<file path="config.mk">
export PLATFORM = sky130hd
export DESIGN_NAME = bpw_pwm_regs
export DESIGN_NICKNAME = d
export VERILOG_FILES = /design/src/rtl/bpw_pkg.sv /design/src/rtl/bpw_pwm_regs.sv
export SDC_FILE = /design/constraint.sdc
export NUM_CORES = 1
export LEC_CHECK = 0
export ABC_AREA = 1
export BUFFER_PORTS_ARGS = -buffer_cell sky130_fd_sc_hd__buf_2
export CAP_MARGIN = 20
export CORE_MARGIN = 4
export CORE_UTILIZATION = 64
export CTS_CLUSTER_SIZE = 20
export DETAILED_ROUTE_END_ITERATION = 8
export PLACE_DENSITY = 0.85
export SLEW_MARGIN = 20
export SYNTH_ARGS = -nofsm -noshare
export SYNTH_HDL_FRONTEND = slang
export SYNTH_SLANG_ARGS = --single-unit
</file>
<file path="constraint.sdc">
create_clock -name clock -period 3.6 [get_ports clock]
set_input_delay 0.72 -clock clock [delete_from_list [all_inputs] [get_ports clock]]
set_output_delay 0.72 -clock clock [all_outputs]
set_load 0.005 [all_outputs]
</file>
<file path="src/rtl/bpw_pkg.sv">
package bpw_pkg;
  // Instance bases in the controller's internal address space
  localparam logic [31:0] BPW_BASE0 = 32'h0000_b800;
  localparam logic [31:0] BPW_BASE1 = 32'h0000_b900;
  localparam logic [31:0] BPW_BASE2 = 32'h0000_ba00;
  localparam logic [7:0] BPW_OFF_CFG = 8'h00;
  localparam logic [7:0] BPW_OFF_LIM = 8'h04;
  localparam logic [7:0] BPW_OFF_DLY = 8'h08;
  localparam logic [7:0] BPW_OFF_STEP = 8'h0c;
  localparam logic [7:0] BPW_OFF_INT = 8'h10;
  // Configuration fields
  localparam int BPW_CFG_SYM_BIT = 16;
  localparam int BPW_CFG_SRST_BIT = 7;
  localparam int BPW_CFG_COMMIT_BIT = 6;
  localparam int BPW_CFG_SIZE_LSB = 4;
  localparam int BPW_CFG_SYNC_BIT = 3;
  localparam int BPW_CFG_CTRL_LSB = 0;
  localparam logic [31:0] BPW_CFG_RST = 32'h0000_1400;
  localparam logic [31:0] BPW_CFG_MASK = 32'h0001_ff7b;
  localparam logic [1:0] BPW_SIZE_8 = 2'h0;
  localparam logic [1:0] BPW_SIZE_7 = 2'h1;
  localparam logic [1:0] BPW_SIZE_6 = 2'h2;
  localparam logic [7:0] BPW_MAX_8 = 8'hff;
  localparam logic [7:0] BPW_MAX_7 = 8'hfe;
  localparam logic [7:0] BPW_MAX_6 = 8'hfc;
  localparam logic [1:0] BPW_CTRL_OFF = 2'h0;
  localparam logic [1:0] BPW_CTRL_ON = 2'h3;
  // Limits, delay and step/interval segment fields
  localparam int BPW_LIM_MIN_LSB = 0;
  localparam int BPW_LIM_MAX_LSB = 8;
  localparam int BPW_DLY_BOT_LSB = 0;
  localparam int BPW_DLY_TOP_LSB = 12;
  localparam int BPW_HOLD_W = 12;
  localparam int BPW_SEG_W = 4;
  localparam logic [31:0] BPW_REG_RST = 32'h0000_0000;

  typedef struct packed {
    logic sel;
    logic wr;
    logic [31:0] addr;
    logic [31:0] wdata;
    logic [3:0] be;
  } bpw_bus_req_t;
endpackage

</file>
<file path="src/rtl/bpw_pwm_regs.sv">
`timescale 1ns/1ps
module bpw_pwm_regs #(
  parameter logic [31:0] BASE_ADDR = bpw_pkg::BPW_BASE0
) (
  input wire logic clock,
  input wire logic rst_b,
  input wire logic clk_en,
  input bpw_pkg::bpw_bus_req_t req,
  output logic [31:0] rd_data,
  output logic rd_valid,
  output logic led_out,
  output logic period_end,
  output logic [11:0] top_hold_count,
  output logic [11:0] bottom_hold_count,
  output logic [3:0] seg_step,
  output logic [3:0] seg_interval
);
  import bpw_pkg::*;

  logic [31:0] cfg, hold_lim, op_lim, hold_dly, op_dly;
  logic [31:0] hold_step, op_step, hold_int, op_int;
  logic [7:0] pwm_cnt;

  function automatic logic [31:0] merge(input logic [31:0] old,
                                        input logic [31:0] nw,
                                        input logic [3:0] be);
    logic [31:0] res;
    res = old;
    for (int i = 0; i < 4; i++) begin
      if (be[i]) begin
        res[i*8 +: 8] = nw[i*8 +: 8];
      end
    end
    return res;
  endfunction

  // Address decode against the instance base
  wire hit = req.sel && (req.addr[31:8] == BASE_ADDR[31:8]);
  wire [7:0] off = req.addr[7:0];
  wire wr_any = hit && req.wr;
  wire rd_any = hit && !req.wr;
  wire wr_cfg = wr_any && (off == BPW_OFF_CFG);
  wire wr_lim = wr_any && (off == BPW_OFF_LIM);
  wire wr_dly = wr_any && (off == BPW_OFF_DLY);
  wire wr_step = wr_any && (off == BPW_OFF_STEP);
  wire wr_int = wr_any && (off == BPW_OFF_INT);

  wire [1:0] size = cfg[BPW_CFG_SIZE_LSB +: 2];
  wire [1:0] ctrl = cfg[BPW_CFG_CTRL_LSB +: 2];
  wire commit = cfg[BPW_CFG_COMMIT_BIT];
  wire sync = cfg[BPW_CFG_SYNC_BIT];
  wire symmetric = !cfg[BPW_CFG_SYM_BIT];

  // Reserved size code runs as 8-bit rather than locking up
  wire [7:0] cnt_max = (size == BPW_SIZE_7) ? BPW_MAX_7 :
                       (size == BPW_SIZE_6) ? BPW_MAX_6 :
                       BPW_MAX_8;
  // Using >= recovers at once when the size shrinks mid-period
  wire wrap = !sync && (pwm_cnt >= cnt_max);
  wire [7:0] next_cnt = (sync || wrap) ? 8'h00 : pwm_cnt + 8'h01;
  wire do_copy = wrap && commit;

  // Self-clearing soft reset bit is never stored
  wire soft_rst = wr_cfg && req.be[0] && req.wdata[BPW_CFG_SRST_BIT];
  wire commit_set = wr_cfg && req.be[0] && req.wdata[BPW_CFG_COMMIT_BIT];
  wire [31:0] cfg_wr = merge(cfg, req.wdata, req.be) & BPW_CFG_MASK;
  wire [31:0] cfg_base = wr_cfg ? cfg_wr : cfg;
  // A set in the same cycle as the hardware clear wins
  wire next_commit = commit_set || (commit && !do_copy);
  wire [31:0] next_cfg = {cfg_base[31:BPW_CFG_COMMIT_BIT+1], next_commit,
                          cfg_base[BPW_CFG_COMMIT_BIT-1:0]};

  wire [31:0] next_hold_lim = wr_lim ? merge(hold_lim, req.wdata, req.be)
                                     : hold_lim;
  wire [31:0] next_hold_dly = wr_dly ? merge(hold_dly, req.wdata, req.be)
                                     : hold_dly;
  wire [31:0] next_hold_step = wr_step ? merge(hold_step, req.wdata, req.be)
                                       : hold_step;
  wire [31:0] next_hold_int = wr_int ? merge(hold_int, req.wdata, req.be)
                                     : hold_int;

  // Reads return the holding copies; the configuration read shows the live commit bit, which firmware writes other than a soft reset cannot clear
  wire [31:0] next_rd = !rd_any ? 32'h0000_0000 :
                        (off == BPW_OFF_CFG) ? cfg :
                        (off == BPW_OFF_LIM) ? hold_lim :
                        (off == BPW_OFF_DLY) ? hold_dly :
                        (off == BPW_OFF_STEP) ? hold_step :
                        (off == BPW_OFF_INT) ? hold_int : 32'h0000_0000;

  // Duty source is the low bound; the breathing ramp engine sits elsewhere
  wire [7:0] duty = op_lim[BPW_LIM_MIN_LSB +: 8];
  wire [2:0] seg_idx = symmetric ? duty[7:5]
                                 : {1'b0, duty[7:6]};
  wire next_led = (ctrl == BPW_CTRL_ON) ||
                  ((ctrl != BPW_CTRL_OFF) && (pwm_cnt < duty));

  always_ff @(posedge clock or negedge rst_b) begin
    if (!rst_b) begin
      cfg <= BPW_CFG_RST;
      hold_lim <= BPW_REG_RST;
      op_lim <= BPW_REG_RST;
      hold_dly <= BPW_REG_RST;
      op_dly <= BPW_REG_RST;
      hold_step <= BPW_REG_RST;
      op_step <= BPW_REG_RST;
      hold_int <= BPW_REG_RST;
      op_int <= BPW_REG_RST;
      pwm_cnt <= 8'h00;
    end else if (clk_en) begin
      if (soft_rst) begin
        cfg <= BPW_CFG_RST;
        hold_lim <= BPW_REG_RST;
        op_lim <= BPW_REG_RST;
        hold_dly <= BPW_REG_RST;
        op_dly <= BPW_REG_RST;
        hold_step <= BPW_REG_RST;
        op_step <= BPW_REG_RST;
        hold_int <= BPW_REG_RST;
        op_int <= BPW_REG_RST;
        pwm_cnt <= 8'h00;
      end else begin
        cfg <= next_cfg;
        hold_lim <= next_hold_lim;
        hold_dly <= next_hold_dly;
        hold_step <= next_hold_step;
        hold_int <= next_hold_int;
        pwm_cnt <= next_cnt;
        if (wrap) begin
          op_lim <= hold_lim;
        end
        if (do_copy) begin
          op_dly <= hold_dly;
          op_step <= hold_step;
          op_int <= hold_int;
        end
      end
    end
  end

  // Every output is a flop so the pins never see decode glitches
  always_ff @(posedge clock or negedge rst_b) begin
    if (!rst_b) begin
      rd_data <= 32'h0000_0000;
      rd_valid <= 1'b0;
      led_out <= 1'b0;
      period_end <= 1'b0;
      top_hold_count <= 12'h000;
      bottom_hold_count <= 12'h000;
      seg_step <= 4'h0;
      seg_interval <= 4'h0;
    end else if (clk_en) begin
      rd_data <= next_rd;
      rd_valid <= rd_any;
      led_out <= next_led;
      period_end <= wrap && !soft_rst;
      top_hold_count <= op_dly[BPW_DLY_TOP_LSB +: BPW_HOLD_W];
      bottom_hold_count <= op_dly[BPW_DLY_BOT_LSB +: BPW_HOLD_W];
      seg_step <= op_step[seg_idx*BPW_SEG_W +: BPW_SEG_W];
      seg_interval <= op_int[seg_idx*BPW_SEG_W +: BPW_SEG_W];
    end
  end

  wire quiet = clk_en && !soft_rst;
endmodule // bpw_pwm_regs

</file>
==> impl_metrics.yaml, run 1 <==
outcome:
  status: "finished, final reports clean"
setup_path:
  r2r_cells: 12
  critPathArrivalTime_ns: 3.42
  start_kind: "flip-flop"
  path_class: "reg -> reg"
  required_ns: 4.00
  crit_buf_inv: 3
  r2r_end: "op_lim[0]$_DFFE_PN0P_"
  crit_slowest_cell: "o21ai_0"
  r2r_setup_slack_ns: 0.58
  slowest_delay_ns: 0.69
  path_cells: "inv_1 -> ha_1 -> ha_1 -> inv_1 -> nand2_1 -> a21oi_1 -> nor3_1 -> nand3_1 -> nor2_4 -> inv_1 -> o21ai_0 -> o21ai_0"
  critPathTopFamily: "compound AO/OA/AOI/OAI gates"
  cpMostUsedCell: "inv_1"
  cp_max_fo: 10
  end_kind: "flip-flop"
  crit-reg2reg-launch: "cfg[4]$_DFFE_PN0P_"
global_routing:
  first_global_vias: 13000
  grt_max_degree: 94
  grt_pass1_wl_um: 68300
  gr-total-overflow: 0
  antenna_found_initial: 0
  grt_usage: 0.324
timing:
  max_freq_mhz: 331
  hold_slack_ns: 0.149
  hold_violations: 0
  fin_ws_ns: 0.577
  tns_ns: 0
  skew_ns: 0.00934
  finalSetupViolCount: 0
  rsz0062_at_grt: "false"
  fin_crit_sh: 0.840
  tightest_slew_ns: 0.926
  final_max_slew_viol_count: 0
  fin_crit_ns: 3.02
  max-slew-margin-rel: 0.382
clock_tree:
  clockRootBuffer: "clkbuf_16"
  cts_hold_buffers: 0
  cts_buffers: 31
  ctsResizeCount: 0
  postCtsSetupBuffers: 0
  cts.htree.levels: 1
  cts_tree: "yes"
  cts_sinks: 314
  cts_buffer_depth: 3
  clk_pin_slew_ns: 0.06
  clk_latency_ns: 0.56
synth:
  synth-seq-area-share: 0.527
  synthesis.nets: 1965
  synth-compound-area-share: 0.0871
  ys_types: 38
  yosys_warnings: 0
  synth_top_family_by_area: "simple AND/OR/NAND/NOR gates"
  synthAdderAreaFrac: 0.00923
  synthesis.area_sq_um: 14900
  synthMuxAreaShare: 0.000671
  synthCells: 1881
  synthXorXnorAreaFrac: 0.00294
  ys_ff_latch: 314
  synth_simple_gate_area_share: 0.309
  postSynthAreaPerCell_sq_um: 7.93
floorplan:
  core_area_sq_um: 22800
  fp.dieW_um: 161
  rows: 55
  num_io_pins: 140
  dieArea_sq_um: 25800
  die_y_um: 161
  start_util: 0.655
pwr:
  irDropWorstVdd_mv: 0.344
  power_mw: 7.59
  power_density_nw_per_um2: 447
  leakagePower_nw: 9.36
layout:
  synthToLayoutAreaGrowth_pct: 13.9
  fin_util: 0.746
  fill_cells: 1695
  finalInstanceArea_sq_um: 17000
  fin_cells: 2317
  nets: 2063
  n_antenna_cell: 0
  drive_above_1_share: 0.124
detailed_routing:
  antenna_left: 0
  drc_errors: 0
  viasPerCell: 5.99
  routed_wl_um: 42300
  dr.pass1.iters: 6
  wl_per_cell_um: 18.2
  drt_iter0_markers: 1708
  via_count: 13900
place:
  place_congestion: 0.910
  placed_area_sq_um: 15900
  dp.final_hpwl_um: 28500
  dp.cells: 2259
  pre_cts_slack_ns: 0.543
  io_buffers: 139
flow_run:
  cap_viol_max_count: 0
hold_path:
  hold_class: "in -> async"
==> flip-flops by register name, indices dropped and copies added, names as in the netlist, 15 cells and up <==
signal,flops
cfg,15
hold_dly,32
hold_int,32
hold_lim,32
hold_step,32
op_dly,24
op_int,32
op_step,32
rd_data,32
==> power breakdown <==
part / total [mW] / internal (mW) / leakage (nW) / switching (mW)
Clock: 3.49 / 2.12 / 0.538 / 1.37
Combinational: 0.480 / 0.158 / 4.49 / 0.322
Sequential: 3.62 / 3.57 / 4.34 / 0.0471
==> final cells by class <==
cell class / count / area (sq um) / share of cell area
Clock inverter: 13 / 221 / 0.0130
Clock buffer: 45 / 878 / 0.0517
Multi-Input combinational cell: 1338 / 6130 / 0.361
Inverter: 120 / 450 / 0.0265
Sequential cell: 314 / 7860 / 0.463
Timing Repair Buffer: 174 / 1060 / 0.0622
Tap cell: 313 / 392 / 0.0231
==> Yosys cell counts (all sizes together) <==
cell | n | area, sq um
a211oi | 2 | 15.0
a21o | 1 | 7.51
a21oi | 54 | 270
a31oi | 1 | 6.26
and2 | 5 | 31.3
buf | 58 | 318
clkbuf | 51 | 191
clkinv | 2 | 7.51
dfrtp | 312 | 7810
dfstp | 2 | 52.6
ha | 11 | 138
inv | 118 | 443
mux2i | 1 | 10.0
nand2 | 662 | 2520
nand3 | 322 | 1620
nand3b | 2 | 15.0
nand4 | 13 | 81.3
nor2 | 76 | 300
nor3 | 5 | 25.0
nor4 | 1 | 12.5
o211ai | 25 | 188
o21a | 1 | 7.51
o21ai | 128 | 641
o221ai | 8 | 70.1
o22ai | 14 | 87.6
o31ai | 1 | 7.51
xnor2 | 1 | 8.76
xor2 | 4 | 35.0
==> how the worst max path moves through the flow <==
stage,slack [ns],cells after the start,startpoint,end
after floorplan,1.27,14,cfg[4]$_DFFE_PN0P_,op_step[11]$_DFFE_PN0P_
after global placement,0.55,11,req[37],hold_dly[8]$_DFFE_PN0P_
after detailed placement,0.54,11,req[37],hold_step[15]$_DFFE_PN0P_
after CTS,0.68,12,cfg[4]$_DFFE_PN0P_,op_lim[0]$_DFFE_PN0P_
after global routing,0.37,12,cfg[4]$_DFFE_PN0P_,op_lim[0]$_DFFE_PN0P_
final,0.58,12,cfg[4]$_DFFE_PN0P_,op_lim[0]$_DFFE_PN0P_
==> cells by family (layout without fill, tap and decap cells) <==
| family | count (synthesis) | in the layout |
|---|---|---|
| muxes | 1 | 1 |
| xor gates and xnor gates | 5 | 5 |
| and+or+nand+nor | 1086 | 1086 |
| AOI/OAI and AO/OA | 235 | 235 |
| adders and majority gates | 11 | 11 |
| buffers and inverters | 229 | 352 |
| DFF | 314 | 314 |
==> metal layers <==
metal	track usage	vias up	part of all wire
li1	-	6356	-
met1	0.484	6581	0.42
met2	0.477	848	0.44
met3	0.0760	102	0.11
met4	0.0919	2	0.027
met5	0.0208	-	0.0017
==> placed cells by master, fill, tap and decap left out, types with 7 or more instances in the layout <==
| master | count |
|---|---|
| nand2_1 | 650 |
| nand3_1 | 318 |
| dfrtp_1 | 312 |
| buf_2 | 138 |
| o21ai_0 | 127 |
| inv_1 | 116 |
| nor2_1 | 72 |
| a21oi_1 | 54 |
| clkbuf_16 | 31 |
| buf_4 | 28 |
| o211ai_1 | 25 |
| o22ai_1 | 14 |
| nand4_1 | 13 |
| nand2_2 | 11 |
| ha_1 | 11 |
| clkbuf_1 | 9 |
| o221ai_1 | 8 |
| buf_12 | 7 |
Power figures use the tool's default switching activity.
==> inputs of run 2 (changes only) <==
- ABC_AREA: 1 -> 0
- CORE_UTILIZATION: 64 -> 59
- PLACE_DENSITY: 0.85 -> 0.8
- clock period: 3.6 -> 3.07 ns (I/O delays scaled with it)
==> impl_metrics.yaml, run 2 <==
synth:
  postSynthAreaPerCell_sq_um: 11.5
  synthCells: 1207
  synthesis.area_sq_um: 13900
  synth_area_leaders: "dfrtp_1 56%, o2bb2ai_1 7.5%, a22o_1 5.9%, mux2_2 5.2%, nand2_1 3.4%"
  synth_most_common_cell: "dfrtp_1"
  ys_top_cells_by_count: "312 x dfrtp_1, 126 x nand2_1, 119 x o2bb2ai_1"
  synth-seq-area-share: 0.565
  yosysTopAreaCellShare: 0.561
  postSynth.asyncResetShare: 1.00
  synth-edff-count: 0
  ys_types: 52
  synthesis.nets: 1291
  synth_ff_type: "dfrtp_1"
  ys_ff_latch: 314
  yosysTopAreaCell: "dfrtp_1"
  yosys_warnings: 0
setup_path:
  crit-reg2reg-launch: "cfg[4]$_DFFE_PN0P_"
  r2r_setup_slack_ns: 0.24
  r2r_end: "pwm_cnt[0]$_DFFE_PN0P_"
  required_ns: 3.56
  end_kind: "flip-flop"
  start_kind: "flip-flop"
  path_class: "reg -> reg"
  cp.depth: 8
  r2r_cells: 8
  crit_start: "cfg[4]$_DFFE_PN0P_"
  critPathArrivalTime_ns: 3.32
  crit_slowest_cell: "nor3_1"
  cpMostUsedCell: "ha_1"
  path_cells: "inv_1 -> ha_1 -> ha_1 -> nand2b_1 -> a21oi_1 -> o21bai_1 -> nor3_1 -> mux2_2"
  crit_path_end: "pwm_cnt[0]$_DFFE_PN0P_"
  cp_max_fo: 8
  crit_buf_inv: 1
  slowest_delay_ns: 0.73
  critPathTopFamily: "simple AND/OR/NAND/NOR gates"
clock_tree:
  ctsResizeCount: 0
  cts.htree.levels: 1
  clk_pin_slew_ns: 0.06
  postCtsSetupBuffers: 0
  cts_hold_buffers: 0
  clockRootBuffer: "clkbuf_16"
  clk_latency_ns: 0.56
  cts_buffers: 31
  cts_tree: "yes"
  cts_buffer_depth: 3
  cts_sinks: 314
layout:
  multi_input_area_sq_um: 5560
  fin_cells: 1667
  drive_above_1_share: 0.226
  nets: 1415
  seqCellArea_sq_um: 7860
  final_cell_mix: "312 x dfrtp_1, 137 x buf_2, 126 x nand2_1"
  fin_util: 0.703
  layout_commonest_cell: "dfrtp_1"
  n_antenna_cell: 0
  synthToLayoutAreaGrowth_pct: 15.6
  fill_cells: 1618
timing:
  max_freq_mhz: 354
  hold_slack_ns: 0.0817
  fin_crit_sh: 0.921
  max-slew-margin-rel: 0.436
  tns_ns: 0
  fin_crit_ns: 2.83
  rsz0062_at_grt: "false"
  finalSetupViolCount: 0
  hold_violations: 0
  final_max_slew_viol_count: 0
  skew_ns: 0.0102
  tightest_slew_ns: 0.839
pwr:
  clkPwrFrac: 0.444
  internal_power_mw: 6.53
  power_switching_mw: 1.91
  comb_power_share: 0.056
  irDropWorstVdd_mv: 0.452
  leakagePower_nw: 7.49
  power_density_nw_per_um2: 524
  p_seq_frac: 0.500
  swShare: 0.226
detailed_routing:
  via_count: 11000
  dr.pass1.iters: 6
  viasPerCell: 6.58
  routed_wl_um: 38900
  drt_iter0_markers: 1156
  wl_per_cell_um: 23.3
  antenna_left: 0
  drc_errors: 0
floorplan:
  rows: 55
  core_area_sq_um: 22900
  fp.dieW_um: 162
  num_io_pins: 140
  dieArea_sq_um: 26100
  start_util: 0.608
  die_y_um: 162
global_routing:
  grt_max_degree: 89
  grt_usage: 0.295
  grt_pass1_wl_um: 62000
  gr-total-overflow: 0
  first_global_vias: 11000
  antenna_found_initial: 0
outcome:
  status: "finished, final reports clean"
place:
  place_congestion: 0.921
  io_buffers: 139
  dp.cells: 1611
  dp.final_hpwl_um: 26500
flow_run:
  cap_viol_max_count: 0
hold_path:
  hold_class: "in -> async"
[run 2: cell count changes after synthesis, sizes merged, moves of 17 or more]
cell     delta
inv        -78
nand3     -292
o32ai      +17
o21ai      -98
buf        -34
a32oi      +26
nor2       -37
o2bb2ai   +119
mux2       +64
nand2     -536
nor2b      +30
o211ai     -25
a22o       +94
[run 2: final cells by class]
| cell class | instances | area share |
|---|---|---|
| Tap cell | 313 | 0.0243 |
| Clock buffer | 46 | 0.0535 |
| Timing Repair Buffer | 181 | 0.0713 |
| Inverter | 40 | 0.00933 |
| Sequential cell | 314 | 0.488 |
| Clock inverter | 10 | 0.00816 |
| Multi-Input combinational cell | 763 | 0.345 |
[run 2: per-layer routing]
metal,vias up,routed length (um),part of all wire,global-route usage
li1,4804,-,-,-
met5,-,0,0,0
met4,0,776,0.020,0.0707
met3,73,3540,0.091,0.0556
met1,5487,16600,0.43,0.446
met2,611,17900,0.46,0.450
[run 2: per-stage QoR]
step / total power [mW] / cell area [sq um] / setup WS, ns
floorplan: 4.52 / 13900 / 0.589
global placement: 4.74 / 15100 / 0.345
detailed placement: 4.76 / 15100 / 0.296
CTS: 8.47 / 16100 / 0.250
global route: 8.70 / 16100 / 0.0644
finish: 8.44 / 16100 / 0.242
[run 2: worst min path at each step]
stage	startpoint	slack (ns)	depth (start not counted)	to
floorplan	rst_b	0.32	0	bottom_hold_count[0]$_DFFE_PN0P_
global placement	cfg[10]$_DFFE_PN1P_	0.45	2	cfg[10]$_DFFE_PN1P_
detailed placement	cfg[12]$_DFFE_PN1P_	0.46	2	cfg[12]$_DFFE_PN1P_
CTS	rst_b	0.09	1	top_hold_count[10]$_DFFE_PN0P_
global route	rst_b	0.12	1	top_hold_count[9]$_DFFE_PN0P_
finish	rst_b	0.08	1	top_hold_count[9]$_DFFE_PN0P_
[run 2: kinds of logic (layout without fill, tap and decap cells)]
| kind of cell | count (synthesis) | after routing | share of synthesized area |
|---|---|---|---|
| and+or+nand+nor | 298 | 298 | 0.109 |
| AOI/OAI and AO/OA | 381 | 381 | 0.220 |
| adders and majority gates | 11 | 11 | 0.00988 |
| buffers and inverters | 130 | 277 | 0.0386 |
| muxes | 73 | 73 | 0.0582 |
| DFF | 314 | 314 | 0.565 |
[run 2: power by group through the flow]
stage	clock (mW)	combinational, mW	sequential [mW]
after CTS	3.78	0.472	4.22
final	3.75	0.469	4.22
after global routing	3.95	0.524	4.22
after floorplan	0	0.236	4.28
after global placement	0	0.450	4.29
after detailed placement	0	0.469	4.29
==> inputs of run 3 (changes only) <==
- CELL_PAD_IN_SITES_DETAIL_PLACEMENT: not set -> 1
- CELL_PAD_IN_SITES_GLOBAL_PLACEMENT: not set -> 2
- CORE_UTILIZATION: 59 -> 40
- PLACE_DENSITY: 0.8 -> not set
- PLACE_DENSITY_LB_ADDON: not set -> 0.1
- SLEW_MARGIN: 20 -> not set
==> impl_metrics.yaml, run 3 (synthesis results as in run 2) <==
outcome:
  status: "finished, final reports clean"
clock_tree:
  cts_hold_buffers: 0
  cts_tree: "yes"
  cts_sinks: 314
  clk_pin_slew_ns: 0.06
  cts.htree.levels: 2
  clk_latency_ns: 0.53
  cts_buffer_depth: 3
  postCtsSetupBuffers: 0
  cts_buffers: 36
  clockRootBuffer: "clkbuf_16"
layout:
  synthToLayoutAreaGrowth_pct: 20.5
  fin_cells: 1841
  fill_cells: 3685
  drive_above_1_share: 0.250
  nets: 1442
  final_cell_mix: "312 x dfrtp_1, 137 x buf_2, 126 x nand2_1"
  n_antenna_cell: 0
  layout_commonest_cell: "dfrtp_1"
floorplan:
  rows: 68
  core_area_sq_um: 34500
  num_io_pins: 140
  start_util: 0.404
  die_y_um: 195
  dieArea_sq_um: 37900
  fp.dieW_um: 195
setup_path:
  r2r_cells: 8
  cp_max_fo: 8
  start_kind: "flip-flop"
  end_kind: "flip-flop"
  path_class: "reg -> reg"
  critPathArrivalTime_ns: 3.33
  required_ns: 3.54
pwr:
  clkPwrFrac: 0.495
  comb_power_share: 0.053
  p_seq_frac: 0.452
  leakagePower_nw: 7.75
  swShare: 0.229
  internal_power_mw: 7.21
  power_density_nw_per_um2: 558
  power_mw: 9.36
  power_switching_mw: 2.15
  irDropWorstVdd_mv: 0.391
place:
  place_congestion: 0.829
  io_buffers: 139
  dp.final_hpwl_um: 32700
  dp.cells: 1774
timing:
  tns_ns: 0
  hold_violations: 0
  max-slew-margin-rel: 0.440
  tightest_slew_ns: 0.833
  fin_crit_sh: 0.932
  skew_ns: 0.0127
  final_max_slew_viol_count: 0
  fin_crit_ns: 2.86
  max_freq_mhz: 349
  rsz0062_at_grt: "false"
  hold_slack_ns: 0.0919
  finalSetupViolCount: 0
hold_path:
  hold_class: "in -> async"
global_routing:
  grt_pass1_wl_um: 73400
  first_global_vias: 11600
  grt_max_degree: 75
  gr-total-overflow: 0
  grt_usage: 0.247
  antenna_found_initial: 0
detailed_routing:
  via_count: 11000
  antenna_left: 0
  drt_iter0_markers: 680
  dr.pass1.iters: 4
  drc_errors: 0
  wl_per_cell_um: 25.4
  routed_wl_um: 46700
  viasPerCell: 5.95
flow_run:
  cap_viol_max_count: 0
[run 3: cell type report]
type                            instances  area, sq um  area share
Clock buffer                           57         1160      0.0693
Timing Repair Buffer                  202         1320      0.0786
Clock inverter                          9          139     0.00828
Sequential cell                       314         7860       0.469
Inverter                               40          150     0.00895
Tap cell                              455          569      0.0339
Multi-Input combinational cell        764         5580       0.332
[run 3: per-stage QoR]
stage | worst slack (ns) | utilization | area, sq um
finish | 0.208 | 0.487 | 16800
global route | 0.0124 | 0.487 | 16800
CTS | 0.156 | 0.486 | 16800
detailed placement | 0.186 | 0.449 | 15500
global placement | 0.178 | 0.449 | 15500
floorplan | 0.589 | - | 13900
[run 3: path summary, 6_finish.rpt]
kind	startpoint	end	slack, ns
max	cfg[4]$_DFFE_PN0P_	pwm_cnt[0]$_DFFE_PN0P_	0.21
min	rst_b	top_hold_count[6]$_DFFE_PN0P_	0.09
max reg2reg	cfg[4]$_DFFE_PN0P_	pwm_cnt[0]$_DFFE_PN0P_	0.21
min reg2reg	cfg[12]$_DFFE_PN1P_	cfg[12]$_DFFE_PN1P_	0.47
max in group asynchronous	rst_b	cfg[10]$_DFFE_PN1P_	2.23
min in group clock	req[11]	cfg[6]$_DFFE_PN0P_	0.39
[run 3: timing repair]
action                                  in CTS  in global routing
hold endpoints to repair                     0                  0
endpoints found under the setup margin       0                  7
gates resized for setup                      0                  1
[run 3: worst max-delay path, stage by stage, from the launching register on]
cell and delay (ns):
dfrtp_1 0.39, inv_1 0.07, ha_1 0.29, ha_1 0.26, nand2b_1 0.14, a21oi_1 0.33
o21bai_1 0.32, nor3_1 0.72, mux2_2 0.28
[run 3: per-layer routing]
layer	part of all wire	routed length [um]	global-route usage	vias to the layer above
met5	0	0	0	-
met3	0.042	1980	0.0343	56
li1	-	-	-	4880
met1	0.47	21800	0.362	5797
met4	0.020	957	0.0573	0
met2	0.47	22000	0.391	227
[run 3: power groups by stage]
| stage | clock [mW] | combinational [mW] | sequential [mW] |
|---|---|---|---|
| detailed placement | 0 | 0.500 | 4.31 |
| finish | 4.64 | 0.495 | 4.23 |
| CTS | 4.74 | 0.502 | 4.23 |
| global route | 4.92 | 0.567 | 4.23 |
| global placement | 0 | 0.485 | 4.30 |
| floorplan | 0 | 0.236 | 4.28 |
